$ cat config.mk
export PLATFORM = sky130hd
export DESIGN_NAME = flash_host_ctrl
export DESIGN_NICKNAME = d
export VERILOG_FILES = /design/src/flash_host_pkg.sv /design/src/flash_host_ctrl.sv
export SDC_FILE = /design/constraint.sdc
export NUM_CORES = 1
export LEC_CHECK = 0
export ABC_CLOCK_PERIOD_IN_PS = 2850
export BUFFER_PORTS_ARGS = -buffer_cell sky130_fd_sc_hd__buf_2
export CAP_MARGIN = 10
export CELL_PAD_IN_SITES_DETAIL_PLACEMENT = 2
export CELL_PAD_IN_SITES_GLOBAL_PLACEMENT = 2
export CORE_MARGIN = 1.5
export CORE_UTILIZATION = 33
export CTS_CLUSTER_SIZE = 8
export DETAILED_ROUTE_END_ITERATION = 8
export PLACE_DENSITY_LB_ADDON = 0.1
export REMOVE_ABC_BUFFERS = 1
export SETUP_SLACK_MARGIN = 0.1
export SYNTH_ARGS = -nofsm -noshare
export SYNTH_HDL_FRONTEND = slang
export SYNTH_SLANG_ARGS = --single-unit
$ cat constraint.sdc
create_clock -name clk -period 2.85 [get_ports clk]
set_input_delay 0.1425 -clock clk [delete_from_list [all_inputs] [get_ports clk]]
set_output_delay 0.1425 -clock clk [all_outputs]
set_load 0.005 [all_outputs]
$ cat src/flash_host_pkg.sv
// Constants shared by the flash status and sleep host controller.
// Assumes a 40 MHz system clock and an 8-bit parallel flash data bus.
package flash_host_pkg;

    // ==========================================================
    // Clock and bus timing
    // ==========================================================
    localparam int CLK_PERIOD_NS = 25;     // 40 MHz clock
    localparam int T_WE_LOW_NS   = 100;    // Write strobe low time
    localparam int T_WR_GAP_NS   = 50;     // Strobes high between writes
    localparam int T_ACCESS_NS   = 250;    // Read access before sampling
    localparam int T_RD_GAP_NS   = 50;     // Strobes high between reads
    // Least times, rounded up to whole cycles
    localparam int WE_LOW_CYC  = (T_WE_LOW_NS + CLK_PERIOD_NS - 1)
                                 / CLK_PERIOD_NS;
    localparam int WR_GAP_CYC  = (T_WR_GAP_NS + CLK_PERIOD_NS - 1)
                                 / CLK_PERIOD_NS;
    localparam int ACCESS_CYC  = (T_ACCESS_NS + CLK_PERIOD_NS - 1)
                                 / CLK_PERIOD_NS;
    localparam int RD_GAP_CYC  = (T_RD_GAP_NS + CLK_PERIOD_NS - 1)
                                 / CLK_PERIOD_NS;
    localparam int SYNC_CYC    = 2;        // Data synchroniser depth

    // ==========================================================
    // Command codes written as the final byte
    // ==========================================================
    localparam logic [7:0] CODE_SLEEP   = 8'hC0;
    localparam logic [7:0] CODE_ABORT   = 8'hE0;
    localparam logic [7:0] CODE_PROGRAM = 8'hA0;
    localparam logic [7:0] CODE_SETUP   = 8'h80;

    // ==========================================================
    // Status byte fields
    // ==========================================================
    localparam int ST_READY   = 7;
    localparam int ST_SUSPEND = 6;
    localparam int ST_EFAIL   = 5;
    localparam int ST_PFAIL   = 4;
    localparam int ST_PROTECT = 3;
    localparam int ST_SLEEP   = 2;
    localparam logic [7:0] ST_MASK  = 8'hFC;  // Reserved low bits dropped
    localparam logic [7:0] ST_RESET = 8'h80;  // Ready, no faults

    // ==========================================================
    // User requests
    // ==========================================================
    typedef enum logic [2:0] {
        REQ_READ_STATUS,   // Read-status command, then one status read
        REQ_POLL,          // Status reads until ready
        REQ_CLEAR_STATUS,  // Clear-status command
        REQ_READ_ARRAY,    // Read-array command, wakes from sleep
        REQ_SLEEP,         // Three-write sleep sequence
        REQ_ABORT,         // Three-write abort sequence
        REQ_SEQ3           // Three-write sequence, user final byte
    } req_t;

endpackage

$ cat src/flash_host_ctrl.sv
// Host controller for the status, sleep and abort side of a parallel
// flash. Assumes the flash strobes are driven only by this block.
//
// Contract
// - Host toggles strobes for every status read
// - No program or erase while fail set
// - Host masks the two reserved status bits
// - Sleep entered by three writes ending C0
`timescale 1ns/1ps

module flash_host_ctrl #(
    parameter logic [19:0] UNLOCK_ADDR1 = 20'h00555, // Plain default
    parameter logic [19:0] UNLOCK_ADDR2 = 20'h002AA, // Plain default
    parameter logic [7:0]  UNLOCK_DATA1 = 8'hAA,     // Plain default
    parameter logic [7:0]  UNLOCK_DATA2 = 8'h55,     // Plain default
    parameter logic [7:0]  CODE_RD_STAT = 8'h70,     // Plain default
    parameter logic [7:0]  CODE_CLR_STAT = 8'h50,    // Plain default
    parameter logic [7:0]  CODE_RD_ARRAY = 8'hF0     // Plain default
) (
    input  wire logic        clk,
    input  wire logic        rst_n,
    // User side
    input  wire logic        req_valid,
    input  wire logic [2:0]  req_cmd,
    input  wire logic [7:0]  req_data,
    output logic             req_ready,
    output logic             done,
    output logic             refused,
    output logic [7:0]       status,
    output logic             fail_seen,
    output logic             flash_ready,
    // Flash pins
    output logic             ce_n,
    output logic             oe_n,
    output logic             we_n,
    output logic [19:0]      addr,
    output logic [7:0]       data_lines_out,
    output logic             data_lines_oe,
    input  wire logic [7:0]  data_lines_in,
    input  wire logic        ready_busy_pin
);

    // ==========================================================
    // Types and state
    // ==========================================================
    typedef enum logic [2:0] {
        S_IDLE,    // Waiting for a request
        S_WLOW,    // Write strobe low
        S_WGAP,    // Strobes high after a write
        S_RLOW,    // Read strobes low, waiting for data
        S_RGAP     // Strobes high between reads
    } state_t;
    typedef flash_host_pkg::req_t req_t;  // User request codes

    state_t      state_r,   state_nxt;     // Sequencer state
    logic [3:0]  cnt_r,     cnt_nxt;       // Cycle counter
    logic [1:0]  step_r,    step_nxt;      // Current write of sequence
    logic [1:0]  last_r,    last_nxt;      // Index of final write
    logic [7:0]  final_r,   final_nxt;     // Final command byte
    req_t        cmd_r,     cmd_nxt;       // Request in progress
    logic        ce_n_r,    ce_n_nxt;
    logic        oe_n_r,    oe_n_nxt;
    logic        we_n_r,    we_n_nxt;
    logic [19:0] addr_r,    addr_nxt;
    logic [7:0]  dout_r,    dout_nxt;
    logic        doe_r,     doe_nxt;
    logic        rdy_r,     rdy_nxt;
    logic        done_r,    done_nxt;
    logic        ref_r,     ref_nxt;
    logic [7:0]  status_r,  status_nxt;
    logic        fail_r,    fail_nxt;

    // Pin synchronisers; first stage read only by the second
    logic [7:0]  dq_s1_r, dq_s2_r;
    logic        rb_s1_r, rb_s2_r;

    // ==========================================================
    // Helper functions
    // ==========================================================
    // Address of a write step; only the last one carries the code
    function automatic logic [19:0] step_addr(input logic [1:0] s,
                                              input logic [1:0] l);
        if (s == l)
            step_addr = UNLOCK_ADDR1;
        else if (s == 2'h0)
            step_addr = UNLOCK_ADDR1;
        else
            step_addr = UNLOCK_ADDR2;
    endfunction

    function automatic logic [7:0] step_data(input logic [1:0] s,
                                             input logic [1:0] l,
                                             input logic [7:0] f);
        if (s == l)
            step_data = f;
        else if (s == 2'h0)
            step_data = UNLOCK_DATA1;
        else
            step_data = UNLOCK_DATA2;
    endfunction

    // ==========================================================
    // Pin input synchronisers
    // ==========================================================
    always_ff @(posedge clk or negedge rst_n) begin
        if (!rst_n) begin
            dq_s1_r <= 8'h00;
            dq_s2_r <= 8'h00;
            rb_s1_r <= 1'b0;
            rb_s2_r <= 1'b0;
        end else begin
            dq_s1_r <= data_lines_in;
            dq_s2_r <= dq_s1_r;
            rb_s1_r <= ready_busy_pin;
            rb_s2_r <= rb_s1_r;
        end
    end

    // ==========================================================
    // Sequencer next state
    // ==========================================================
    always_comb begin
        state_nxt  = state_r;
        cnt_nxt    = cnt_r;
        step_nxt   = step_r;
        last_nxt   = last_r;
        final_nxt  = final_r;
        cmd_nxt    = cmd_r;
        ce_n_nxt   = ce_n_r;
        oe_n_nxt   = oe_n_r;
        we_n_nxt   = we_n_r;
        addr_nxt   = addr_r;
        dout_nxt   = dout_r;
        doe_nxt    = doe_r;
        done_nxt   = 1'b0;
        ref_nxt    = 1'b0;
        status_nxt = status_r;
        fail_nxt   = fail_r;
        case (state_r)
            S_IDLE: begin
                if (req_valid) begin
                    cmd_nxt  = req_t'(req_cmd);
                    step_nxt = 2'h0;
                    last_nxt = 2'h2;
                    case (req_t'(req_cmd))
                        flash_host_pkg::REQ_READ_STATUS: begin
                            last_nxt  = 2'h0;
                            final_nxt = CODE_RD_STAT;
                        end
                        flash_host_pkg::REQ_CLEAR_STATUS: begin
                            last_nxt  = 2'h0;
                            final_nxt = CODE_CLR_STAT;
                        end
                        flash_host_pkg::REQ_READ_ARRAY: begin
                            last_nxt  = 2'h0;
                            final_nxt = CODE_RD_ARRAY;
                        end
                        flash_host_pkg::REQ_SLEEP: begin
                            final_nxt = flash_host_pkg::CODE_SLEEP;
                        end
                        flash_host_pkg::REQ_ABORT: begin
                            final_nxt = flash_host_pkg::CODE_ABORT;
                        end
                        default: begin
                            final_nxt = req_data;
                        end
                    endcase
                    if (req_t'(req_cmd) == flash_host_pkg::REQ_POLL) begin
                        // Device already in status mode
                        state_nxt = S_RLOW;
                        ce_n_nxt  = 1'b0;
                        oe_n_nxt  = 1'b0;
                        cnt_nxt   = 4'(flash_host_pkg::ACCESS_CYC
                                       + flash_host_pkg::SYNC_CYC);
                    // no program or erase after fail
                    end else if (req_t'(req_cmd) == flash_host_pkg::REQ_SEQ3
                        && fail_r
                        && (req_data == flash_host_pkg::CODE_PROGRAM
                         || req_data == flash_host_pkg::CODE_SETUP)) begin
                        ref_nxt = 1'b1;
                    end else begin
                        // Start first write of the sequence
                        state_nxt = S_WLOW;
                        ce_n_nxt  = 1'b0;
                        we_n_nxt  = 1'b0;
                        doe_nxt   = 1'b1;
                        addr_nxt  = step_addr(2'h0, last_nxt);
                        dout_nxt  = step_data(2'h0, last_nxt, final_nxt);
                        cnt_nxt   = 4'(flash_host_pkg::WE_LOW_CYC);
                    end
                end
            end
            S_WLOW: begin
                // Data latched by the device on the rising strobe
                if (cnt_r > 4'h1) begin
                    cnt_nxt = cnt_r - 4'h1;
                end else begin
                    state_nxt = S_WGAP;
                    we_n_nxt  = 1'b1;
                    ce_n_nxt  = 1'b1;
                    cnt_nxt   = 4'(flash_host_pkg::WR_GAP_CYC);
                end
            end
            S_WGAP: begin
                if (cnt_r > 4'h1) begin
                    cnt_nxt = cnt_r - 4'h1;
                end else if (step_r != last_r) begin
                    // Next write of a multi-write sequence
                    step_nxt  = step_r + 2'h1;
                    state_nxt = S_WLOW;
                    ce_n_nxt  = 1'b0;
                    we_n_nxt  = 1'b0;
                    addr_nxt  = step_addr(step_r + 2'h1, last_r);
                    dout_nxt  = step_data(step_r + 2'h1, last_r, final_r);
                    cnt_nxt   = 4'(flash_host_pkg::WE_LOW_CYC);
                end else if (cmd_r == flash_host_pkg::REQ_READ_STATUS) begin
                    // Release bus, then read status
                    doe_nxt   = 1'b0;
                    state_nxt = S_RLOW;
                    ce_n_nxt  = 1'b0;
                    oe_n_nxt  = 1'b0;
                    cnt_nxt   = 4'(flash_host_pkg::ACCESS_CYC
                                   + flash_host_pkg::SYNC_CYC);
                end else begin
                    doe_nxt   = 1'b0;
                    state_nxt = S_IDLE;
                    done_nxt  = 1'b1;
                    // only clear-status drops the fail flag
                    if (cmd_r == flash_host_pkg::REQ_CLEAR_STATUS)
                        fail_nxt = 1'b0;
                end
            end
            S_RLOW: begin
                // Wait access time plus synchroniser depth
                if (cnt_r > 4'h1) begin
                    cnt_nxt = cnt_r - 4'h1;
                end else begin
                    status_nxt = dq_s2_r & flash_host_pkg::ST_MASK;
                    // fail bits mark a refused engine
                    if (dq_s2_r[flash_host_pkg::ST_EFAIL]
                        || dq_s2_r[flash_host_pkg::ST_PFAIL])
                        fail_nxt = 1'b1;
                    // strobes high before the next read
                    ce_n_nxt  = 1'b1;
                    oe_n_nxt  = 1'b1;
                    state_nxt = S_RGAP;
                    cnt_nxt   = 4'(flash_host_pkg::RD_GAP_CYC);
                end
            end
            S_RGAP: begin
                if (cnt_r > 4'h1) begin
                    cnt_nxt = cnt_r - 4'h1;
                end else if (cmd_r == flash_host_pkg::REQ_POLL
                             && !status_r[flash_host_pkg::ST_READY]) begin
                    // fresh falling edge per poll read
                    state_nxt = S_RLOW;
                    ce_n_nxt  = 1'b0;
                    oe_n_nxt  = 1'b0;
                    cnt_nxt   = 4'(flash_host_pkg::ACCESS_CYC
                                   + flash_host_pkg::SYNC_CYC);
                end else begin
                    state_nxt = S_IDLE;
                    done_nxt  = 1'b1;
                end
            end
            default: begin
                state_nxt = S_IDLE;
                ce_n_nxt  = 1'b1;
                oe_n_nxt  = 1'b1;
                we_n_nxt  = 1'b1;
                doe_nxt   = 1'b0;
            end
        endcase
        // Ready only when the next cycle is idle
        rdy_nxt = (state_nxt == S_IDLE) && !(state_r == S_IDLE && req_valid);
    end

    // ==========================================================
    // Sequencer registers
    // ==========================================================
    always_ff @(posedge clk or negedge rst_n) begin
        if (!rst_n) begin
            state_r  <= S_IDLE;
            cnt_r    <= 4'h0;
            step_r   <= 2'h0;
            last_r   <= 2'h0;
            final_r  <= 8'h00;
            cmd_r    <= flash_host_pkg::REQ_READ_STATUS;
            ce_n_r   <= 1'b1;
            oe_n_r   <= 1'b1;
            we_n_r   <= 1'b1;
            addr_r   <= 20'h00000;
            dout_r   <= 8'h00;
            doe_r    <= 1'b0;
            rdy_r    <= 1'b0;
            done_r   <= 1'b0;
            ref_r    <= 1'b0;
            status_r <= flash_host_pkg::ST_RESET;
            fail_r   <= 1'b0;
        end else begin
            state_r  <= state_nxt;
            cnt_r    <= cnt_nxt;
            step_r   <= step_nxt;
            last_r   <= last_nxt;
            final_r  <= final_nxt;
            cmd_r    <= cmd_nxt;
            ce_n_r   <= ce_n_nxt;
            oe_n_r   <= oe_n_nxt;
            we_n_r   <= we_n_nxt;
            addr_r   <= addr_nxt;
            dout_r   <= dout_nxt;
            doe_r    <= doe_nxt;
            rdy_r    <= rdy_nxt;
            done_r   <= done_nxt;
            ref_r    <= ref_nxt;
            status_r <= status_nxt;
            fail_r   <= fail_nxt;
        end
    end

    // ==========================================================
    // Outputs, all from flip-flops
    // ==========================================================
    assign req_ready      = rdy_r;
    assign done           = done_r;
    assign refused        = ref_r;
    assign status         = status_r;
    assign fail_seen      = fail_r;
    assign flash_ready    = rb_s2_r;
    assign ce_n           = ce_n_r;
    assign oe_n           = oe_n_r;
    assign we_n           = we_n_r;
    assign addr           = addr_r;
    assign data_lines_out = dout_r;
    assign data_lines_oe  = doe_r;

endmodule // flash_host_ctrl

; Yosys cells after proc, flatten, opt, wreduce, memory -nomap -nowiden
; Index checks and enable logic that the tools add are counted.
; Widths: inputs -> output; s select.
[word_totals]
reg_bits = 82
input_bits = 23
out_inout_bits = 45
wordCells = 185
[classes]
add_sub_neg = 2
magnitude_cmp = 1
eq_ne = 36
mux = 89
bitwise_logic = 4
n_reduce_logical = 32
[ops]
columns = cell, count
row1 = $mux 20, 5
row2 = $mux 8, 8
row3 = $pmux 20 s2, 1
row4 = $pmux 8 s5, 1
row5 = $mux 1, 37
row6 = $mux 4, 9
row7 = $ne 2x2->1 const B, 16
row8 = $mux 11, 2
row9 = $mux 3, 7
row10 = $reduce_and 7->1, 3
row11 = $mux 2, 9
row12 = $eq 8x8->1 const B, 2
row13 = $pmux 4 s4, 1
row14 = $pmux 8 s2, 1
row15 = $eq 3x2->1 const B, 5
row16 = $pmux 3 s5, 1
row17 = $eq 3x3->1 const B, 4
row18 = $logic_not 3->1, 4
row19 = $reduce_and 6->1, 2
row20 = $eq 3x1->1 const B, 3
row21 = $ne 3x3->1 const B, 3
row22 = $reduce_and 9->1, 1
row23 = $pmux 1 s4, 2
row24 = $reduce_or 3->1, 2
row25 = 21 further kinds, 35

; Depth between registers and ports, before layout
; Gate-level depths: netlist of the first run.
[depth]
depth_word = 11
depth_mapped = 8
ltp_nobuf = 7

; Least setup slack after synthesis of the first run
; Ideal clock, no wire load.
[synth_timing]
path_kind = reg-to-reg
start = register cnt_r[0]
end = register cnt_r[3]
setup_ns = 0.125
t_arrival_ns = 2.094
required_time_ns = 2.725
slack_ns = 0.631
stages_incl_launch_ff = 9
n_path_buf = 1
synth_period_minus_slack_ns = 2.219
cell_sequence = dfrtp_1 -> inv_1 -> ha_1 -> o21a_1 -> and3_1 -> buf_2 -> a21o_1 -> or3_4 -> mux2_4
[synth_via]
elab_chain_len = 3
word_cells_on_any_way = 9
cone_classes = add/sub: 1 / order compare: 1 / eq/ne: 2 / mux: 4 / reduce/logical: 1
[synth_lines]
columns = element, line
row1 = "start, declared", flash_host_ctrl.sv:56  ; logic [3:0] cnt_r, cnt_nxt;
row2 = "start signal, assigned", flash_host_ctrl.sv:302  ; cnt_r <= cnt_nxt;
row3 = $sub 4x1->4 / $gt 4x1->1 (equally long branches), --
row4 = "$mux 4, or another cell as far along", flash_host_ctrl.sv:251  ; if (cnt_r > 4'h1) begin
row5 = $pmux 4 s4 / $reduce_and 5->1 (equally long branches), --
; Parallel ways exist; a longest one is shown, timed or not.
; A chain may end at the register's enable or synchronous reset.

; Worst setup path after layout of the first run
; Ends and elaborated chain as after synthesis.

==> run metrics, run 1 <==
vias in the first global route 2580; Sw Ratio 41.27%; hold path endpoint final_r[3]; count leader, synth dfrtp_1; Worst-path clk slew 0.09 ns; maxcap violations 0; DRC violations left 0; R2R setup slack approximately 0.35 ns; Worst setup EP type register; post-synthesis xor/xnor area fraction 1.196%; hold_sp req_data[3]; Die ar. 0.009454 mm2; top_reg_cell synth dfrtp_1; CTS Root Cell clkbuf_8; Pleak around 1.6 nW; R2R Path Start cnt_r[0]; Max Clk Rate 399.6 MHz; Layout area overhead 20.37%; simple-gate share of the synthesized area 16.57%; setup TNS 0 ns; Slew headroom 55.24%; clk sink count 59; CTS tree built; Overall Global Routing Usage 18.83%; Final period util 87.81%; Placeable Area 0.008678 mm2; H-tree depth 3; Final nets 388; # rows 34; clock share of power about a fifth; clock latency on the worst-skew pair around 0.35 ns; IO Port Bufs 54; I/O pins 68; Post-CTS Setup Inserts 0; Synth Warn # 0; largest family of logic cells by synthesized area compound AO/OA/AOI/OAI gates; Die W 97.23 um; number of synthesized register bits 59; Sequential Power Share a little over a third; CP max FO 6; top cell type's share of synthesized area around 47%; pwr dens 1121 mW/mm2; Avg WL per Cell 17.32 um; drt pass-1 iters 4; ratio of cells with drive above 1 in the final layout between 20% and 30%; hold buffers post-CTS 8; async set or reset register ratio after synthesis 100.0%; Mean Syn Cell Area roughly 10 um2; Final ANT Viol Nets 0; count of non-filler cells in the finished layout around 480; WP data required 3.10 ns; RSZ-0062 raised after global routing false; Placed Cells 451; mux cell area share after synthesis 4.270%; Synth area leader dfrtp_1; Post-Route WL 8229 um; Initial Util 33.77%; via count 2435; R2R Path End cnt_r[3]; Int Power 2.321 mW; Mapped Cells about 300; Die Y-Extent 97.23 um; kind of critical path reg -> reg; hold depth 3; Hold Worst Slack 0.05023 ns; initial antenna violation count 0; final setup vio count 0; Synth Cell Area 0.002930 mm2; n_diodes 0; Final Skew 0.01203 ns; Comb pwr share 43.9%; first-pass GRT wire length 13880 um; gr ovfl total 0; clk buf depth 2; clock buffer count from CTS 9; largest net degree at the start of global routing 39; worst reg-to-reg path cell count 7; sequential cell area fraction in the yosys report 50.56%; Area contributors post-synth dfrtp_1, buf_4, nand2_1, o21ai_0, dfstp_2; CTS resizes 0; Tmin final 2.503 ns; Sw Pwr roughly 1.6 mW; VDD IR-drop max 0.3396 mV; GPL Wtd Cong 0.8116; Hold Violations, Final 0; vias per cell 5.126; Post-synth EDFFs 0; crit start category register; actual slew at the worst max-slew pin between 0.6 and 0.7 ns; CP Data Arrival Time 2.75 ns; HP Class in -> reg; post-synthesis adder-cell area fraction about 1.3%; fin. max-slew vios 0; outcome finished clean; initial DRC count 100; most frequent cells after synthesis dfrtp_1, nand2_1, o21ai_0; post-synthesis compound-gate area fraction 17.34%; Unique masters post-synth 55; Post-DP HPWL 5818 um
power by group through the flow:
stage	registers, mW	logic, mW	clock network [mW]
after floorplan	1.40	1.06	0
after global placement	1.39	1.68	0
after detailed placement	1.42	1.72	0
after CTS	1.40	1.76	0.859
after global routing	1.45	1.95	0.904
final	1.39	1.74	0.826
layout make-up:
cell class                      instances  area [um2]
Clock buffer                            9       123.9
Clock inverter                          7       83.83
Fill cell                             975        5151
Inverter                               10       37.54
Multi-Input combinational cell        209        1232
Sequential cell                        59        1481
Tap cell                              108       135.1
Timing Repair Buffer                   73       432.9
worst max-delay path, cell delays in order (launching register included):
cell	delay (ns)
dfrtp_1	0.42
inv_1	0.06
ha_1	0.25
o21ai_1	0.44
a211oi_1	0.11
a311o_1	0.39
or3_4	0.42
mux2_4	0.31
metal layers:
| metal | GRT usage (%) | vias up | part of all wire, % |
|---|---|---|---|
| met3 | 4.317 | 6 | 3.4 |
| met2 | 30.12 | 46 | 48 |
| met5 | 0 | - | 0 |
| met4 | 5.275 | 0 | 0.96 |
| met1 | 25.70 | 1238 | 48 |
| li1 | - | 1145 | - |
how the worst max path moves through the flow:
stage                          end  cells after the start      from
final                     cnt_r[3]                      7  cnt_r[0]
after global routing      cnt_r[3]                      7  cnt_r[0]
after CTS                 cnt_r[3]                      7  cnt_r[0]
after detailed placement  cnt_r[3]                      7  cnt_r[0]
after global placement    cnt_r[3]                      7  cnt_r[0]
after floorplan           cnt_r[3]                      7  cnt_r[0]
per-stage QoR:
step | total power [mW] | utilization [%] | instance area [um2] | setup WS (ns)
final | 3.952 | 40.64 | 3527 | 0.3474
after CTS | 4.016 | 40.64 | 3527 | 0.3620
after floorplan | 2.454 | - | 2751 | 0.3834
after detailed placement | 3.139 | 37.33 | 3239 | 0.3782
after global placement | 3.068 | 37.33 | 3239 | 0.4152
after global routing | 4.305 | 40.64 | 3527 | 0.2419
cell usage in the layout, fill, tap and decap left out, types with 9 or more instances in the layout:
cell / netlist / final
a21oi_1: 15 / 15
buf_2: 2 / 54
buf_4: 22 / 11
clkbuf_8: 0 / 9
conb_1: 1 / 11
dfrtp_1: 55 / 55
inv_1: 10 / 10
nand2_1: 43 / 43
nor2_1: 19 / 19
nor3_1: 11 / 11
o21ai_0: 32 / 32
flip-flops by register name (all words and copies together), names as in the netlist, 2 cells and up:
signal,count
cnt_r,4
state_r,3
final_r,8
step_r,2
data_lines_out,8
cmd_r,3
dq_s1_r,6
dq_s2_r,6
status,6
addr,2
cells by family after synthesis:
kind of cell | after synthesis
AO/OA/AOI/OAI | 81
XOR/XNOR | 4
adder cells (fa/ha/maj) | 3
buffers and inverters | 43
flip-flops | 59
multiplexers | 11
other | 1
AND/OR/NAND/NOR | 99
Power figures use the tool's default switching activity.
==> run 2: changes to the inputs <==
--- a/config.mk
+++ b/config.mk
@@ -10,7 +10,6 @@
 export CAP_MARGIN = 10
 export CELL_PAD_IN_SITES_DETAIL_PLACEMENT = 2
 export CELL_PAD_IN_SITES_GLOBAL_PLACEMENT = 2
-export CORE_MARGIN = 1.5
 export CORE_UTILIZATION = 33
 export CTS_CLUSTER_SIZE = 8
 export DETAILED_ROUTE_END_ITERATION = 8
==> run 2 against run 1 <==
Compared with the run above: the flow now finishes with violations (hold timing); sequential share of layout area up 0.30 points; setup slack better by 0.078 ns; critical path depth unchanged; largest power group unchanged; core utilization down 0.29 points; power down 1.6%; critical path type unchanged.
==> run metrics, run 2 (synthesis gave the netlist of run 1 again) <==
Critical Path Max Stage Delay 0.43 ns (about the same); Tmin final 2.425 ns (-0.07768 ns); H-tree depth 3 (unchanged); vias in the first global route 2553 (-1.0%); actual slew at the worst max-slew pin 1.042 ns (+0.3801 ns); DRC violations left 0 (unchanged); Sw Ratio 40.77% (-0.50 points); Final period util 85.08% (-2.7 points); clk buf depth 2 (unchanged); drt pass-1 iters 4 (unchanged); WP data required 3.08 ns (-0.02 ns); initial DRC count 98 (-2.0%); commonest non-fill, non-tap cell in the layout dfrtp_1; clock share of power 20.2% (-0.7 points); gr ovfl total 0 (unchanged); ratio of cells with drive above 1 in the final layout 27.40% (-0.12 points); R2R Path End cnt_r[3]; Sequential Power Share 35.5% (+0.3 points); CTS Root Cell clkbuf_8; clk sink count 59 (unchanged); Layout area overhead 19.51%; CP Launch Point cnt_r[0]; register area 0.001481 mm2 (unchanged); Final ANT Viol Nets 0 (unchanged); kind of critical path reg -> reg; Multi-input gate area 0.001232 mm2 (unchanged); Post-CTS Setup Inserts 0 (unchanged); pwr dens 1110 mW/mm2 (-0.92%); clock buffer count from CTS 9 (unchanged); CP Data Arrival Time 2.66 ns (-0.09 ns); clock latency on the worst-skew pair 0.34 ns (about the same); Initial Util 33.77% (unchanged); Worst setup EP type register; FILL cells 988 (+1.3%); RSZ-0062 raised after global routing false; setup TNS 0 ns (unchanged); Final nets 386 (-0.52%); first-pass GRT wire length 13280 um (-4.3%); Overall Global Routing Usage 19.30% (+0.48 points); via count 2451 (+0.66%); VDD IR-drop max 0.3135 mV (-7.7%); n_diodes 0 (unchanged); Pleak 1.594 nW (-1.0%); final setup vio count 0 (unchanged); I/O pins 68 (unchanged); crit start category register; Hold Worst Slack -0.03223 ns (-0.08246 ns); Post-Route WL 8060 um (-2.1%); R2R Path Start cnt_r[0]; Comb pwr share 44.3% (+0.4 points); fin. max-slew vios 0 (unchanged); largest net degree at the start of global routing 45 (+15%); crit path to cnt_r[3]; Crit path depth 7 (unchanged); IO Port Bufs 54 (unchanged); Max Clk Rate 412.4 MHz (+3.2%); Final Skew 0.01202 ns (-0.000006200 ns); initial antenna violation count 0 (unchanged); CP max FO 7 (+1); worst reg-to-reg path cell count 7 (unchanged); worst path cell trace inv_1 -> ha_1 -> o21a_1 -> and3_1 -> a21o_1 -> or3_4 -> mux2_4; maxcap violations 0 (unchanged); Die Y-Extent 96.23 um (-1.0%); HP Class in -> async; most frequent cells in the layout dfrtp_1, buf_2, nand2_1; Hold Violations, Final 14 (+14); R2R setup slack 0.43 ns (+0.08 ns); Die W 96.23 um (-1.0%); critical path's slowest cell or3_4; vias per cell 5.182 (+1.1%); failing checks hold timing; Sw Pwr 1.585 mW (-2.8%); outcome complete, but fails checks; Top delay family on crit path simple AND/OR/NAND/NOR gates; Die ar. 0.009260 mm2 (-2.0%); Worst-path clk slew 0.08 ns (about the same); GPL Wtd Cong 0.7582 (-6.6%); # rows 34 (unchanged); CP bufs+invs 1 (unchanged); Int Power 2.303 mW (-0.79%); Placeable Area 0.008678 mm2 (unchanged); CTS tree built; Slew headroom 30.52% (-25 points); Post-DP HPWL 5638 um (-3.1%); Avg WL per Cell 17.04 um (-1.6%)
## run 2: repair_timing
| action | CTS | global route |
|---|---|---|
| gates resized for setup | 0 | 0 |
| hold buffers | 7 | 0 |
| endpoints found under the hold margin | 7 | 0 |
## run 2: layer usage
layer | track usage (%) | vias to the layer above | part of all wire (%)
met5 | 0 | - | 0
met4 | 6.343 | 0 | 0.63
met1 | 27.04 | 1252 | 47
li1 | - | 1138 | -
met3 | 3.081 | 6 | 3.7
met2 | 30.20 | 55 | 48
## run 2: power by group through the flow
stage | clock [mW] | sequential (mW) | combinational [mW]
detailed placement | 0 | 1.40 | 1.73
CTS | 0.816 | 1.39 | 1.75
floorplan | 0 | 1.40 | 1.06
global route | 0.851 | 1.43 | 1.95
finish | 0.785 | 1.38 | 1.72
global placement | 0 | 1.38 | 1.68
## run 2: per-stage QoR
step | setup slack (ns) | instance area [um2] | utilization, % | std cells | power [mW]
5_1_grt | 0.2795 | 3502 | 40.35 | 473 | 4.231
3_3_place_gp | 0.4612 | 3232 | 37.24 | 450 | 3.067
2_1_floorplan | 0.3834 | 2751 | - | 278 | 2.454
4_1_cts | 0.4020 | 3502 | 40.35 | 473 | 3.950
6_report | 0.4251 | 3502 | 40.35 | 473 | 3.888
3_5_place_dp | 0.4237 | 3232 | 37.24 | 450 | 3.128
## run 2: area by class of cell
| class | instances | share of cell area (%) |
|---|---|---|
| clock buffer | 9 | 3.537 |
| clock inverter | 7 | 2.179 |
| inverter | 10 | 1.072 |
| multi-input combinational | 209 | 35.19 |
| sequential | 59 | 42.30 |
| tap | 108 | 3.859 |
| timing repair buffer | 71 | 11.86 |
## run 2: how the worst min path moves through the flow
stage / startpoint / to
CTS: rst_n / cnt_r[3]
floorplan: rst_n / addr[8]
detailed placement: data_lines_in[7] / dq_s1_r[7]
global placement: data_lines_in[2] / dq_s1_r[2]
finish: rst_n / cnt_r[2]
global route: rst_n / cnt_r[3]
